--- src/pkg/lstc_pkg.sv ---
`default_nettype none
package lstc_pkg;

  // ----------------------------------------
  // Clock and timing
  // ----------------------------------------
  localparam int unsigned CLK_HZ = 25_000_000;
  localparam int unsigned MIN_TRIG_WIDTH_NS = 1000;
  // Least width rounds up to whole cycles
  localparam int unsigned MIN_TRIG_CYC =
    (MIN_TRIG_WIDTH_NS * (CLK_HZ / 1_000_000) + 999) / 1000;
  localparam int unsigned FLT_CNT_W = 5;

  // ----------------------------------------
  // Widths and scaling
  // ----------------------------------------
  localparam int unsigned PER_W = 24;
  localparam int unsigned RATE_W = 27;
  localparam int unsigned FRAC_W = 9;
  localparam int unsigned AVG_W = PER_W + FRAC_W;
  localparam int unsigned NUM_W = 44;
  localparam int unsigned DIV_CNT_W = 6;
  // Rate factor is in millionths: 1.000000 is 1_000_000
  localparam logic [RATE_W-1:0] RATE_ONE = 27'h00F_4240;
  localparam logic [RATE_W-1:0] RATE_MIN = 27'h000_2710;
  localparam logic [RATE_W-1:0] RATE_MAX = 27'h5F5_E100;
  localparam logic [DIV_CNT_W-1:0] DIV_STEPS = 6'h2C;
  localparam logic [2:0] FILT_CODE_MAX = 3'h5;
  localparam int unsigned FILT_SHIFT_BASE = 4;
  localparam logic [PER_W-1:0] PER_SAT = 24'hFF_FFFF;

  // ----------------------------------------
  // Reset values
  // ----------------------------------------
  localparam logic [PER_W-1:0] PER_RST = 24'h00_0000;
  localparam logic [AVG_W-1:0] AVG_RST = 33'h0_0000_0000;
  localparam logic [NUM_W-1:0] NUM_RST = 44'h000_0000_0000;
  localparam logic [RATE_W:0] REM_RST = 28'h000_0000;
  localparam logic [FLT_CNT_W-1:0] FLT_CNT_RST = 5'h00;
  localparam logic [DIV_CNT_W-1:0] DIV_CNT_RST = 6'h00;

  // ----------------------------------------
  // Types
  // ----------------------------------------
  typedef enum logic {LSTC_SRC_EXT, LSTC_SRC_CC1} lstc_src_t;
  typedef enum logic [1:0] {LSTC_ACT_RISE, LSTC_ACT_FALL, LSTC_ACT_BOTH} lstc_act_t;

  typedef struct packed {
    logic trig_mode;
    lstc_src_t source;
    lstc_act_t activation;
    logic resc_en;
    logic [2:0] resc_filter;
    logic [RATE_W-1:0] resc_rate;
    logic [PER_W-1:0] line_period;
    logic [PER_W-1:0] min_period;
    logic [PER_W-1:0] exposure;
  } lstc_cfg_t;

  typedef struct packed {
    logic line_start;
    logic strobe;
    logic resc_valid;
    logic [PER_W-1:0] resc_period;
  } lstc_out_t;

endpackage : lstc_pkg

`default_nettype wire

--- src/core/lstc_trigger.sv ---
// Contract
// Pulses under 1 us are ignored
// Strobe width follows the line start shutter
// Trigger mode off: internal free run
// Free run uses programmed rate below maximum
// Free run clamps to the maximum rate
// Each recognised trigger starts one line; with the rescaler on, lines are paced from resc_period instead
// Host supplies one trigger per line
// External source uses the trigger pin
// CC1 source uses the CC1 line
// Activation picks rising, falling or both
// Triggered mode: rate follows input period
// Host keeps trigger rate under maximum
// Rescaler enable: 0 off, 1 on
// Rate factor 0.01 to 100, six decimals
// Filter codes 0-5 select 16 to 512
// Output frequency is input times factor
// Free run ignores both trigger inputs
`timescale 1ns/1ns
`default_nettype none

module lstc_trigger
(
  input wire logic clk,
  input wire logic reset,
  input wire lstc_pkg::lstc_cfg_t cfg,
  input wire logic trig_in,
  input wire logic cc1_in,
  output lstc_pkg::lstc_out_t out
);
  import lstc_pkg::*;

  typedef struct packed {
    logic ext_prev;
    logic cc1_prev;
    logic [PER_W-1:0] pace_cnt;
    logic [PER_W-1:0] meas_cnt;
    logic meas_ok;
    logic avg_ok;
    logic [AVG_W-1:0] avg;
    logic div_busy;
    logic [DIV_CNT_W-1:0] div_cnt;
    logic [NUM_W-1:0] div_num;
    logic [RATE_W:0] div_rem;
    logic [PER_W-1:0] resc_period;
    logic resc_ok;
    logic [PER_W-1:0] sh_cnt;
    logic line_start;
    logic strobe;
  } lstc_state_t;

  // ----------------------------------------
  // Helpers
  // ----------------------------------------
  // Longer period is the slower rate; never below one cycle
  function automatic logic [PER_W-1:0] slow_period(input logic [PER_W-1:0] want,
                                                   input logic [PER_W-1:0] floor_p);
    logic [PER_W-1:0] p;
    p = (want < floor_p) ? floor_p : want;
    return (p == PER_RST) ? 24'h00_0001 : p;
  endfunction : slow_period

  function automatic logic edge_hit(input lstc_act_t act, input logic prev, input logic cur);
    logic rise;
    logic fall;
    rise = cur & ~prev;
    fall = prev & ~cur;
    case (act)
      LSTC_ACT_RISE: return rise;
      LSTC_ACT_FALL: return fall;
      LSTC_ACT_BOTH: return rise | fall;
      default: return 1'b0;
    endcase
  endfunction : edge_hit

  // ----------------------------------------
  // Input width filters
  // ----------------------------------------
  logic ext_lvl;
  logic cc1_lvl;

  lstc_width_filter u_ext_filter
  (
    .clk(clk),
    .reset(reset),
    .raw(trig_in),
    .level(ext_lvl)
  );

  lstc_width_filter u_cc1_filter
  (
    .clk(clk),
    .reset(reset),
    .raw(cc1_in),
    .level(cc1_lvl)
  );

  // ----------------------------------------
  // Line start logic
  // ----------------------------------------
  lstc_state_t s_q, s_d;

  always_comb
  begin
    logic ext_edge;
    logic cc1_edge;
    logic in_trig;
    logic resc_mode;
    logic pace_on;
    logic fire;
    logic [PER_W-1:0] pace_per;
    logic [RATE_W-1:0] rate;
    logic [3:0] shift;
    logic signed [AVG_W+1:0] diff;
    logic signed [AVG_W+1:0] step;
    logic [RATE_W:0] rem_sh;
    ext_edge = 1'b0;
    cc1_edge = 1'b0;
    in_trig = 1'b0;
    resc_mode = 1'b0;
    pace_on = 1'b0;
    fire = 1'b0;
    pace_per = PER_RST;
    rate = RATE_ONE;
    shift = 4'h0;
    diff = '0;
    step = '0;
    rem_sh = REM_RST;
    s_d = s_q;
    s_d.ext_prev = ext_lvl;
    s_d.cc1_prev = cc1_lvl;

    ext_edge = edge_hit(cfg.activation, s_q.ext_prev, ext_lvl);
    cc1_edge = edge_hit(cfg.activation, s_q.cc1_prev, cc1_lvl);
    // Edges count only in triggered mode
    if (cfg.trig_mode)
    begin
      in_trig = (cfg.source == LSTC_SRC_CC1) ? cc1_edge : ext_edge;
    end
    resc_mode = cfg.trig_mode & cfg.resc_en;

    // Input period measurement with exponential averaging
    if (resc_mode)
    begin
      if (s_q.meas_cnt != PER_SAT)
      begin
        s_d.meas_cnt = s_q.meas_cnt + 24'h00_0001;
      end
      if (in_trig)
      begin
        s_d.meas_cnt = 24'h00_0001;
        s_d.meas_ok = 1'b1;
        if (s_q.meas_ok && !s_q.avg_ok)
        begin
          s_d.avg = {s_q.meas_cnt, 9'h000};
          s_d.avg_ok = 1'b1;
        end
        else if (s_q.meas_ok)
        begin
          shift = (cfg.resc_filter > FILT_CODE_MAX) ? 4'(FILT_CODE_MAX) : 4'(cfg.resc_filter);
          shift = shift + 4'(FILT_SHIFT_BASE);
          diff = $signed({2'b00, s_q.meas_cnt, 9'h000}) - $signed({2'b00, s_q.avg});
          step = diff >>> shift;
          s_d.avg = s_q.avg + step[AVG_W-1:0];
        end
      end
    end
    else
    begin
      s_d.meas_cnt = PER_RST;
      s_d.meas_ok = 1'b0;
      s_d.avg_ok = 1'b0;
      s_d.resc_ok = 1'b0;
    end

    // Out period = avg period / factor, by restoring division
    rate = cfg.resc_rate;
    if (rate < RATE_MIN)
    begin
      rate = RATE_MIN;
    end
    else if (rate > RATE_MAX)
    begin
      rate = RATE_MAX;
    end
    if (!s_q.div_busy)
    begin
      s_d.div_busy = s_q.avg_ok;
      s_d.div_cnt = DIV_STEPS;
      s_d.div_rem = REM_RST;
      s_d.div_num = NUM_W'(s_q.avg[AVG_W-1:FRAC_W]) * NUM_W'(RATE_ONE);
    end
    else
    begin
      rem_sh = {s_q.div_rem[RATE_W-1:0], s_q.div_num[NUM_W-1]};
      s_d.div_num = {s_q.div_num[NUM_W-2:0], 1'b0};
      s_d.div_rem = rem_sh;
      if (rem_sh >= {1'b0, rate})
      begin
        s_d.div_rem = rem_sh - {1'b0, rate};
        s_d.div_num[0] = 1'b1;
      end
      s_d.div_cnt = s_q.div_cnt - 6'h01;
      if (s_q.div_cnt == 6'h01)
      begin
        s_d.div_busy = 1'b0;
        if (resc_mode)
        begin
          s_d.resc_ok = 1'b1;
          s_d.resc_period = (s_d.div_num[NUM_W-1:PER_W] != '0) ? PER_SAT :
                            s_d.div_num[PER_W-1:0];
        end
      end
    end

    // Pacing: free run or rescaled trigger stream
    if (!cfg.trig_mode)
    begin
      pace_on = 1'b1;
      pace_per = slow_period(cfg.line_period, cfg.min_period);
    end
    else if (resc_mode && s_q.resc_ok)
    begin
      pace_on = 1'b1;
      pace_per = slow_period(s_q.resc_period, cfg.min_period);
    end
    if (pace_on)
    begin
      if (s_q.pace_cnt + 24'h00_0001 >= pace_per)
      begin
        fire = 1'b1;
        s_d.pace_cnt = PER_RST;
      end
      else
      begin
        s_d.pace_cnt = s_q.pace_cnt + 24'h00_0001;
      end
    end
    else
    begin
      s_d.pace_cnt = PER_RST;
      // Direct triggering: the input edge itself paces the lines
      fire = in_trig & ~resc_mode;
    end

    // One line start per fire, from pacing or a direct trigger; shutter and strobe share the width
    s_d.line_start = fire;
    if (fire)
    begin
      s_d.sh_cnt = (cfg.exposure == PER_RST) ? 24'h00_0001 : cfg.exposure;
    end
    else if (s_q.sh_cnt != PER_RST)
    begin
      s_d.sh_cnt = s_q.sh_cnt - 24'h00_0001;
    end
    s_d.strobe = (s_d.sh_cnt != PER_RST);
  end

  always_ff @(posedge clk or posedge reset)
  begin
    if (reset)
    begin
      s_q <= '0;
    end
    else
    begin
      s_q <= s_d;
    end
  end

  // One driver for the whole output struct
  assign out = '{line_start: s_q.line_start,
                 strobe: s_q.strobe,
                 resc_valid: s_q.resc_ok,
                 resc_period: s_q.resc_period};

endmodule : lstc_trigger

`default_nettype wire

--- src/core/lstc_width_filter.sv ---
`timescale 1ns/1ns
`default_nettype none

module lstc_width_filter
(
  input wire logic clk,
  input wire logic reset,
  input wire logic raw,
  output logic level
);
  import lstc_pkg::*;

  typedef struct packed {
    logic lvl;
    logic [FLT_CNT_W-1:0] cnt;
  } lstc_flt_state_t;

  lstc_flt_state_t s_q, s_d;

  // A new level is taken only after it has stood for the least width
  always_comb
  begin
    s_d = s_q;
    if (raw != s_q.lvl)
    begin
      if (32'(s_q.cnt) + 32'd1 >= MIN_TRIG_CYC)
      begin
        s_d.lvl = raw;
        s_d.cnt = FLT_CNT_RST;
      end
      else
      begin
        s_d.cnt = s_q.cnt + 5'h01;
      end
    end
    else
    begin
      s_d.cnt = FLT_CNT_RST;
    end
  end

  always_ff @(posedge clk or posedge reset)
  begin
    if (reset)
    begin
      s_q <= '0;
    end
    else
    begin
      s_q <= s_d;
    end
  end

  assign level = s_q.lvl;

endmodule : lstc_width_filter

`default_nettype wire

--- config.mk ---
export PLATFORM = sky130hd
export DESIGN_NAME = lstc_trigger
export DESIGN_NICKNAME = d
export VERILOG_FILES = /design/src/pkg/lstc_pkg.sv /design/src/core/lstc_trigger.sv /design/src/core/lstc_width_filter.sv
export SDC_FILE = /design/constraint.sdc
export NUM_CORES = 1
export LEC_CHECK = 0
export ABC_AREA = 1
export BUFFER_PORTS_ARGS = -buffer_cell sky130_fd_sc_hd__buf_4
export CAP_MARGIN = 30
export CORE_MARGIN = 2
export CORE_UTILIZATION = 30
export DETAILED_ROUTE_END_ITERATION = 10
export GPL_TIMING_DRIVEN = 0
export PLACE_DENSITY_LB_ADDON = 0.1
export SYNTH_ARGS = -nofsm -noshare
export SYNTH_HDL_FRONTEND = slang
export SYNTH_SLANG_ARGS = --single-unit
--- constraint.sdc ---
create_clock -name clk -period 6.5 [get_ports clk]
set_input_delay 0.325 -clock clk [delete_from_list [all_inputs] [get_ports clk]]
set_output_delay 0.325 -clock clk [all_outputs]
set_load 0.05 [all_outputs]
# == After elaboration in Yosys (flattened, before gate mapping) ==
# Index checks and enable logic that the tools add are counted.
# op_classes
n_addsub,12
n_mul,1
div_mod_pow,0
order_cmp,9
n_eq_ne,9
n_shift,1
muxes,40
bitwise_logic,13
reduce_logical,16
# op_table
op,count
two-way mux 24 bit,13
two-way mux 79 bit,1
zero test 24 bit,3
two-way mux 33 bit,2
greater-or-equal comparator 32 x 5 -> 1 bit (second input constant),2
two-way mux 59 bit,1
two-way mux 27 bit,2
adder 24 x 1 -> 24 bit (second input constant),2
< comparator 24 bit,2
nonzero test 24 bit,2
multiplier 24 x 14 -> 38 bit (second input constant),1
>>> shifter 34 x 4 -> 33 bit,1
subtractor 33 x 33 -> 34 bit,1
adder 33 bit,1
two-way mux 29 bit,1
greater-or-equal comparator 28 x 27 -> 1 bit,1
subtractor 28 x 27 -> 28 bit,1
> comparator 27 bit (second input constant),1
< comparator 27 x 14 -> 1 bit (second input constant),1
two-way mux 26 bit,1
greater-or-equal comparator 24 bit,1
!= test 24 bit (second input constant),1
subtractor 24 x 1 -> 24 bit (second input constant),1
two-way mux 5 bit,4
other kinds (25),54
# word_totals
register_bits,226
latchBits,0
mem_bits_rw,0
rom_bits,0
inputBits,111
out_inout_bits,27
wordCells,121
mem_count,0

# == Longest topological paths before layout ==
# Gate-level depths: netlist of the first run.
# logic_depth
ltp_word,11
depth_mapped,38
mapped_depth_nobuf,35

# == Modules after synthesis ==
# From an unflattened synthesis of the first run, not the netlist that was laid out.
# unflattened
hier_cells,3610
hier_area_um2,25284.2
# by_module_without_submodules
module,n_inst,cells_per_inst,area_per_inst_um2,seq_area_each_um2
lstc_trigger,1,3512,24531.0,5355.1
lstc_width_filter,2,49,376.6,150.1

# == Least setup slack after synthesis of the first run ==
# No wires, ideal clock.
# synth_timing
path_type,flip-flop to flip-flop
from,register s_q[147] (netlist name)
to,register s_q[117] (netlist name)
setup_time_ns,0.118
arrival_ns,4.883
t_required_ns,6.382
path_slack_ns,1.499
stages_incl_launch_ff,18
path_buffers,0
synth_period_minus_slack_ns,5.001
cell_sequence,dfrtp_1 fa_1 fa_1 fa_1 fa_1 ha_1 inv_1 fa_1 inv_1 ha_1 a21o_1 a21oi_1 o21ai_0 a221oi_1 nand2_1 or2_2 nand3_1 nand2_1
# synth_lines
item,line_no,text
from (decl),lstc_trigger.sv:101,"lstc_state_t s_q, s_d;"
from (signal assigned),lstc_trigger.sv:263,s_q <= '0;
from (signal assigned),lstc_trigger.sv:267,s_q <= s_d;

==> out/qor.txt, run 1 <==
Status: finished clean
H-tree lvl count: 1
Max Clk Rate: 0.166 GHz
CP most frequent cell: fa_1
Worst min path class: in -> reg
Worst Path Max Fanout: 9
Cell with the most instances after synthesis: nand2_1
TritonCTS clock tree: built
Area Overhead vs Synth: 14.6%
Cell Area, Synth: 25000 sq um
# IOs: 138
Final-report hold violation count: 0
GRT Total Usage: 20.1%
Post-route ant nets: 0
Cts bufs inserted: 31
Setup bufs post-CTS: 0
Detailed Place HPWL: 72700 um
Fin area: 28700 sq um
Starting density of the core: 30.4%
Wire per inst: 17.9 um
Clk_lat worst skew: 0.61 ns
# Max-Cap Violations: 0
Clock root buffer master: clkbuf_16
Worst path bufs/invs: 3
Register area share after synthesis: 22.6%
P_leak: 14.6 nW
Dominant cell type by area after synthesis: dfrtp_1
Num rows: 105
Die H: 293 um
Critical path launch point type: flop
Longest Clk Path Bufs: 3
Share of cells above drive strength 1: 8.60%
Largest net degree at the start of global routing: 40
# port buffers: 137
Clk sinks: 226
Drt pass-1 iters: 5
Period utilization: 92.7%
Fin. max-slew vios: 0
Critical path's top delay family: adder cells
Post-route DRC: 0
Via count: 23500
Post-synthesis register bit count: 226
Yosys warnings: 0
CP endpoint kind: flop
Top post-synthesis cells by count: 757 x nand2_1, 534 x inv_1, 372 x nor2_1, 295 x ha_1, 249 x o21ai_0
Worst Path Arrival: 6.53 ns
Critical-path top delay cell: dfrtp_1
Synth top area share: 22.6%
Die area: 85800 sq um
RSZ-0062 raised after global routing: no
Tmin final: 6.03 ns
Power Dens Cells: 503 nW/um^2
Critical Path RT: 7.01 ns
Net count after synthesis: 4061
CP peak stage delay: 0.85 ns
Post-synth ARST share: 100%
Placed inst area: 27500 sq um
Skew final: 0.0274 ns
Final setup fails: 0
Gate Count Post-Synth: 3558
Number of antenna violations at the first check in global routing: 1
First-pass GRT wire length: 135000 um
Setup_tns: 0 ns
Width of the chip: 293 um
Top cells by area, synth: dfrtp_1 23%, ha_1 15%, nand2_1 11%
Worst vdd ir: 0.000581 V
DR vias/cell: 4.86
Core Region: 82400 sq um
Critical path cell sequence: fa_1 -> fa_1 -> fa_1 -> fa_1 -> ha_1 -> inv_1 -> fa_1 -> inv_1 -> ha_1 -> inv_1 -> o21ai_0 -> a21oi_1 -> o21ai_0 -> o21ai_0 -> o2111ai_1 -> or2_2 -> a31oi_1
Placer Congestion: 0.904
Avg Synthesized Cell Area: 7.03 sq um
Grt total ovfl: 0
Vias in the first global route: 23500
Slew of the pin with the lowest slew margin: 0.787 ns
Worst slew margin: 47.5%
Post-synth EDFFs: 0
Main synth FF type: dfrtp_1
Setup CP Type: reg -> reg
Final WL: 86700 um
Final nets: 4244
DR iter-0 viols: 1339
Distinct cells, synth: 67
Worst-path clk slew: 0.06 ns
## cells in the final DEF (no fill, tap or decap), types with 6 or more instances in the layout
master	instances
clkbuf_16	31
a21o_1	18
buf_4	168
a21oi_1	246
and2_1	6
a211oi_1	7
nand3_1	209
nand2_1	757
nand4_1	36
o21a_1	8
ha_1	295
buf_2	15
fa_1	97
or2_2	25
o21ai_0	249
nand2_2	13
clkbuf_1	52
dlygate4sd3_1	7
inv_1	533
dfrtp_1	226
nor3_1	49
o211ai_1	13
a31oi_1	22
o21bai_1	9
xnor2_1	45
nor2_2	7
o22ai_1	20
nor2_1	372
clkinv_4	6
buf_12	6
nor4_1	24
o22a_1	8
nand3b_1	10
o21ai_1	14
xor2_1	60
## registers in the layout, indices dropped and copies added (netlist names)
| signal | cells |
|---|---|
| u_cc1_filter.level | 1 |
| out | 27 |
| u_ext_filter.level | 1 |
| u_ext_filter.s_q | 5 |
| u_cc1_filter.s_q | 5 |
| s_q | 187 |
## power by group
part	internal, mW	total (mW)	leakage, nW	switching (mW)
registers	1.65	1.82	2.83	0.168
logic	3.91	10.8	11.2	6.88
clock network	1.12	1.83	0.536	0.716
## path summary, 6_finish.rpt
check / end / depth (start not counted) / from / slack [ns]
max: s_q[122] / 17 / s_q[146] / 0.47
min: s_q[15] / 3 / cfg[13] / 0.04
max reg2reg: s_q[122] / 17 / s_q[146] / 0.47
min reg2reg: s_q[213] / 0 / u_cc1_filter.level / 0.46
max in group asynchronous: s_q[66] / 5 / reset / 5.21
min in group asynchronous: u_cc1_filter.s_q[4] / 3 / reset / 0.36
## routing by layer
| layer | global-route usage [%] | wire (um) | up-vias |
|---|---|---|---|
| met5 | 0 | 0 | - |
| met4 | 5.27 | 2350 | 0 |
| met3 | 1.66 | 2870 | 106 |
| met2 | 33.8 | 40000 | 403 |
| met1 | 27.7 | 41500 | 11000 |
| li1 | - | - | 12000 |
## worst reg2reg max path: cells and delay by family, from the launching register on
kind	cells	cell delay (ns)
and+or+nand+nor	1	0.36
adders and majority gates	7	3.23
AOI/OAI and AO/OA	6	1.22
DFF	1	0.85
buffers and inverters	3	0.25
## cell type report
class	count	area [sq um]
fill	9049	53700
tap	1070	1340
buffer	99	537
antenna	1	2.50
clock inverter	19	267
multi-input combinational	2688	16800
inverter	545	2060
timing repair buffer	150	1220
sequential	226	5660
clock buffer	39	836
## what timing repair did
action,4_1_cts,5_1_grt
resized for setup,0,0
endpoints found under the setup margin,0,0
endpoints found under the hold margin,31,0
hold buffers,7,0
## cells by family after synthesis
family	after synthesis	share of synthesized area, %
simple gates	1537	26.3
buf+inv	644	10.3
mux	2	0.0800
compound gates	651	14.5
fa+ha+maj	392	22.5
xor+xnor	106	3.74
flops	226	22.6
## per-stage QoR
stage	hold WS [ns]	std cells	utilization [%]	setup WS [ns]	total power, mW
global route	0.0371	4836	34.8	0.198	16.2
global placement	0.445	4765	33.3	0.475	12.5
floorplan	0.418	3558	-	1.50	9.65
detailed placement	0.453	4771	33.4	0.452	12.5
finish	0.0431	4837	34.8	0.474	14.4
CTS	0.00221	4836	34.8	0.438	14.5
Note: power is estimated with default switching activity, not from simulation.
==> inputs of run 2 (changes only) <==
--- a/config.mk
+++ b/config.mk
@@ -8,6 +8,9 @@
 export ABC_AREA = 1
 export BUFFER_PORTS_ARGS = -buffer_cell sky130_fd_sc_hd__buf_4
 export CAP_MARGIN = 30
+export CELL_PAD_IN_SITES_DETAIL_PLACEMENT = 1
+export CELL_PAD_IN_SITES_GLOBAL_PLACEMENT = 2
+export CORE_ASPECT_RATIO = 0.8
 export CORE_MARGIN = 2
 export CORE_UTILIZATION = 30
 export DETAILED_ROUTE_END_ITERATION = 10
==> out/qor.txt, run 2 (synthesis gave the netlist of run 1 again) <==
Detailed Place HPWL: 81300 um
Post-route DRC: 0
Largest net degree at the start of global routing: 41
Largest register FFs: 187
Switching Power: 7.82 mW
Most common cell after layout, fill and taps aside: nand2_1
Worst vdd ir: 0.000558 V
CP peak stage delay: 0.90 ns
Period utilization: 95.4%
Skew final: 0.0197 ns
Status: finished clean
# port buffers: 137
First-pass GRT wire length: 150000 um
Worst slew margin: 42.8%
TritonCTS clock tree: built
H-tree lvl count: 1
RSZ-0062 raised after global routing: no
Power Dens Cells: 502 nW/um^2
Worst-path clk slew: 0.06 ns
Critical path cell sequence: fa_1 -> fa_1 -> fa_1 -> fa_1 -> ha_1 -> inv_1 -> fa_1 -> inv_1 -> ha_1 -> a21oi_1 -> inv_1 -> a21oi_1 -> o21ai_0 -> o21ai_0 -> o2111ai_1 -> or2_2 -> a31oi_2
Commonest cells after routing, fill and taps aside: 757 x nand2_1, 533 x inv_1, 372 x nor2_1
Critical path launch point type: flop
Num rows: 94
Hold Worst Slack: 0.0298 ns
Longest Clk Path Bufs: 3
Max Clk Rate: 0.161 GHz
Slew of the pin with the lowest slew margin: 0.858 ns
Clk_lat worst skew: 0.60 ns
Area Overhead vs Synth: 14.7%
Setup bufs post-CTS: 0
Vias in the first global route: 25700
Via count: 24600
Final nets: 4245
Wire per inst: 19.8 um
Clock root buffer master: clkbuf_16
DR vias/cell: 5.06
Grt total ovfl: 0
Crit path from: s_q[142]
Setup CP Type: reg -> reg
Core Region: 82400 sq um
Combinational power share: 75.0%
GRT Total Usage: 22.3%
Number of antenna violations at the first check in global routing: 6
Worst Path Arrival: 6.63 ns
Width of the chip: 327 um
Post-route ant nets: 0
Antenna Cells: 0
Cts bufs inserted: 29
Switching share of total power: 54.2%
Reg2reg start: s_q[142]
P_leak: 14.6 nW
Final setup fails: 0
CP endpoint kind: flop
Power share of the clock group: 12.3%
Critical Path RT: 6.93 ns
Tmin final: 6.20 ns
Clk sinks: 226
Critical-path top delay cell: dfrtp_1
Reg with most FFs: s_q
Worst Path Max Fanout: 9
Final WL: 96600 um
Reg power frac: 12.7%
Fin. max-slew vios: 0
Placer Congestion: 0.887
DR iter-0 viols: 1162
Internal power: 6.61 mW
Min-delay src: trig_in
Final-report hold violation count: 0
Worst min path class: in -> reg
Starting density of the core: 30.4%
Share of cells above drive strength 1: 8.77%
CP most frequent cell: fa_1
Die area: 85800 sq um
# Max-Cap Violations: 0
Die H: 262 um
# IOs: 138
Drt pass-1 iters: 5
Post-layout util: 34.8%
[run 2: final cells by class]
class                      instances  area (sq um)
fill                           10300         53700
multi-input combinational       2688         16800
sequential                       226          5660
inverter                         545          2060
tap                             1104          1380
timing repair buffer             153          1260
clock buffer                      36           812
buffer                            99           537
clock inverter                    17           210
[run 2: path summary, 6_finish.rpt]
check | to | slack (ns) | depth (start not counted)
setup / recovery | s_q[122] | 0.30 | 17
hold / removal | u_ext_filter.level | 0.03 | 3
setup reg to reg | s_q[122] | 0.30 | 17
hold reg to reg | s_q[214] | 0.46 | 0
max in group asynchronous | out[25] | 5.16 | 7
min in group asynchronous | s_q[90] | 0.33 | 4
[run 2: critical path, delay by kind of cell (launching register included)]
kind            cells  cell delay (ns)
simple gates        1             0.33
fa+ha+maj           7             3.22
flops               1             0.90
compound gates      6             1.43
buf+inv             3             0.15
[run 2: what timing repair did]
action | 4_1_cts | 5_1_grt
endpoints found under the hold margin | 46 | 0
endpoints found under the setup margin | 1 | 1
gates resized for setup | 1 | 5
hold buffers | 9 | 0
[run 2: stage by stage]
stage | power (mW) | setup slack (ns) | cell area (sq um) | setup TNS, ns | cells
floorplan | 9.65 | 1.50 | 25000 | 0 | 3558
global placement | 12.6 | -0.00253 | 27400 | -0.00253 | 4799
detailed placement | 12.8 | -0.0586 | 27600 | -0.0586 | 4806
CTS | 14.7 | 0.171 | 28700 | 0 | 4868
global route | 16.4 | 0.0381 | 28700 | 0 | 4868
finish | 14.4 | 0.297 | 28700 | 0 | 4868
[run 2: power by group through the flow]
stage / clock network (mW) / logic (mW) / registers (mW)
finish: 1.78 / 10.8 / 1.83
global placement: 0 / 10.8 / 1.85
floorplan: 0 / 7.87 / 1.78
global route: 1.88 / 12.7 / 1.86
CTS: 1.83 / 11.1 / 1.83
detailed placement: 0 / 10.9 / 1.85
[run 2: metal layers]
layer | part of all wire, % | track usage [%] | vias to the layer above
li1 | - | - | 12000
met1 | 52 | 33.8 | 12200
met2 | 42 | 33.9 | 373
met3 | 4.1 | 2.56 | 89
met4 | 2.0 | 4.35 | 4
met5 | 0.026 | 0 | -
==> inputs of run 3 (changes only) <==
--- a/config.mk
+++ b/config.mk
@@ -13,8 +13,10 @@
 export CORE_ASPECT_RATIO = 0.8
 export CORE_MARGIN = 2
 export CORE_UTILIZATION = 30
+export CTS_CLUSTER_DIAMETER = 200
 export DETAILED_ROUTE_END_ITERATION = 10
 export GPL_TIMING_DRIVEN = 0
+export MAX_ROUTING_LAYER = met4
 export PLACE_DENSITY_LB_ADDON = 0.1
 export SYNTH_ARGS = -nofsm -noshare
 export SYNTH_HDL_FRONTEND = slang
==> out/qor.txt, run 3 (synthesis gave the netlist of run 1 again) <==
Final WL: 96000 um
Worst vdd ir: 0.000592 V
Worst Path Max Fanout: 9
Wire per inst: 19.7 um
P_leak: 14.5 nW
Final-report hold violation count: 0
Most common cell after layout, fill and taps aside: nand2_1
Longest Clk Path Bufs: 3
H-tree lvl count: 1
Critical Path RT: 6.94 ns
Skew final: 0.0236 ns
Num rows: 94
Cts bufs inserted: 29
Starting density of the core: 30.4%
Area Overhead vs Synth: 14.4%
Power Dens Cells: 501 nW/um^2
# IOs: 138
Vias in the first global route: 26000
Number of antenna violations at the first check in global routing: 3
Detailed Place HPWL: 80700 um
# Max-Cap Violations: 0
TritonCTS clock tree: built
Worst Path Arrival: 6.65 ns
Post-route ant nets: 0
Width of the chip: 327 um
Setup_tns: 0 ns
Reg with most FFs: s_q
Worst-path clk slew: 0.06 ns
Period utilization: 95.5%
CP peak stage delay: 0.79 ns
Critical path cell sequence: fa_1 -> fa_1 -> fa_1 -> fa_1 -> ha_1 -> inv_1 -> fa_1 -> inv_1 -> ha_1 -> inv_1 -> o21ai_0 -> a21oi_1 -> o21ai_0 -> o21ai_0 -> o2111ai_1 -> or2_2 -> a31oi_2
Final setup fails: 0
Critical path's top delay family: adder cells
Total power: 14.3 mW
Core Region: 82400 sq um
Setup CP Type: reg -> reg
CP endpoint kind: flop
Worst min path class: in -> reg
Worst slew margin: 39.5%
First-pass GRT wire length: 151000 um
Post-route DRC: 0
DR iter-0 viols: 1160
Hold Worst Slack: 0.0397 ns
Placer Congestion: 0.899
Clk sinks: 226
Non-Filler Instances: 4865
Share of cells above drive strength 1: 8.62%
CP most frequent cell: fa_1
Max Clk Rate: 0.161 GHz
Clk_lat worst skew: 0.61 ns
Fin. max-slew vios: 0
Die H: 262 um
Largest net degree at the start of global routing: 40
Via count: 24500
RSZ-0062 raised after global routing: no
Grt total ovfl: 0
DR vias/cell: 5.03
Fillers: 10400
Final nets: 4243
Tmin final: 6.21 ns
Clock root buffer master: clkbuf_16
Critical-path top delay cell: dfrtp_1
Worst path bufs/invs: 3
Setup bufs post-CTS: 0
Slew of the pin with the lowest slew margin: 0.907 ns
Die area: 85800 sq um
Inst Count DP: 4805
Largest register FFs: 187
GRT Total Usage: 23.0%
Commonest cells after routing, fill and taps aside: 757 x nand2_1, 533 x inv_1, 372 x nor2_1
Drt pass-1 iters: 5
# port buffers: 137
Post-layout util: 34.7%
Critical path launch point type: flop
Status: finished clean
==> run 3: worst reg2reg max path, stage by stage (launching register included) <==
cell	delay (ns)
dfrtp_1	0.79
fa_1	0.57
fa_1	0.53
fa_1	0.57
fa_1	0.42
ha_1	0.29
inv_1	0.05
fa_1	0.50
inv_1	0.04
ha_1	0.34
inv_1	0.12
o21ai_0	0.13
a21oi_1	0.29
o21ai_0	0.13
o21ai_0	0.34
o2111ai_1	0.22
or2_2	0.33
a31oi_2	0.38
==> run 3: cell type report <==
cell class                 instances  area (sq um)  share of cell area (%)
multi-input combinational       2688         16800                    58.6
clock buffer                      35           788                    2.75
tap                             1104          1380                    4.82
timing repair buffer             151          1240                    4.32
inverter                         545          2060                    7.18
sequential                       226          5660                    19.8
antenna                            1          2.50                 0.00874
clock inverter                    16           189                   0.660
buffer                            99           537                    1.87
==> run 3: through the flow <==
stage,cell area [sq um],setup WS (ns)
global route,28600,0.0503
floorplan,25000,1.50
CTS,28600,0.213
global placement,27400,0.00486
finish,28600,0.291
detailed placement,27600,-0.0384
==> run 3: worst paths after layout <==
kind,start,end,slack [ns],cells past startpoint
worst max register to register,s_q[144],s_q[122],0.29,17
min in group asynchronous,reset,out[19],0.37,3
max in group asynchronous,reset,s_q[7],5.20,5
worst max-delay path,s_q[144],s_q[122],0.29,17
worst min register to register,u_cc1_filter.level,s_q[213],0.45,0
worst min-delay path,trig_in,u_ext_filter.level,0.04,3
==> run 3: timing repair <==
item	4_1_cts	5_1_grt
endpoints found under the setup margin	1	1
hold endpoints to repair	29	0
resized for setup	1	3
hold buffers	8	0
==> run 3: metal layers <==
metal	part of all wire [%]	track usage [%]	vias up	wire length [um]
met5	0	-	-	0
met4	2.0	4.35	0	1960
met3	4.0	2.39	87	3820
met2	42	33.8	366	40300
met1	52	34.0	12000	49900
li1	-	-	12000	-
==> run 3: where the power goes <==
part / switching [mW] / leakage, nW / total (mW) / internal [mW]
registers: 0.180 / 2.83 / 1.83 / 1.65
clock network: 0.718 / 0.478 / 1.70 / 0.985
logic: 6.90 / 11.2 / 10.8 / 3.91
total: 7.80 / 14.5 / 14.3 / 6.54
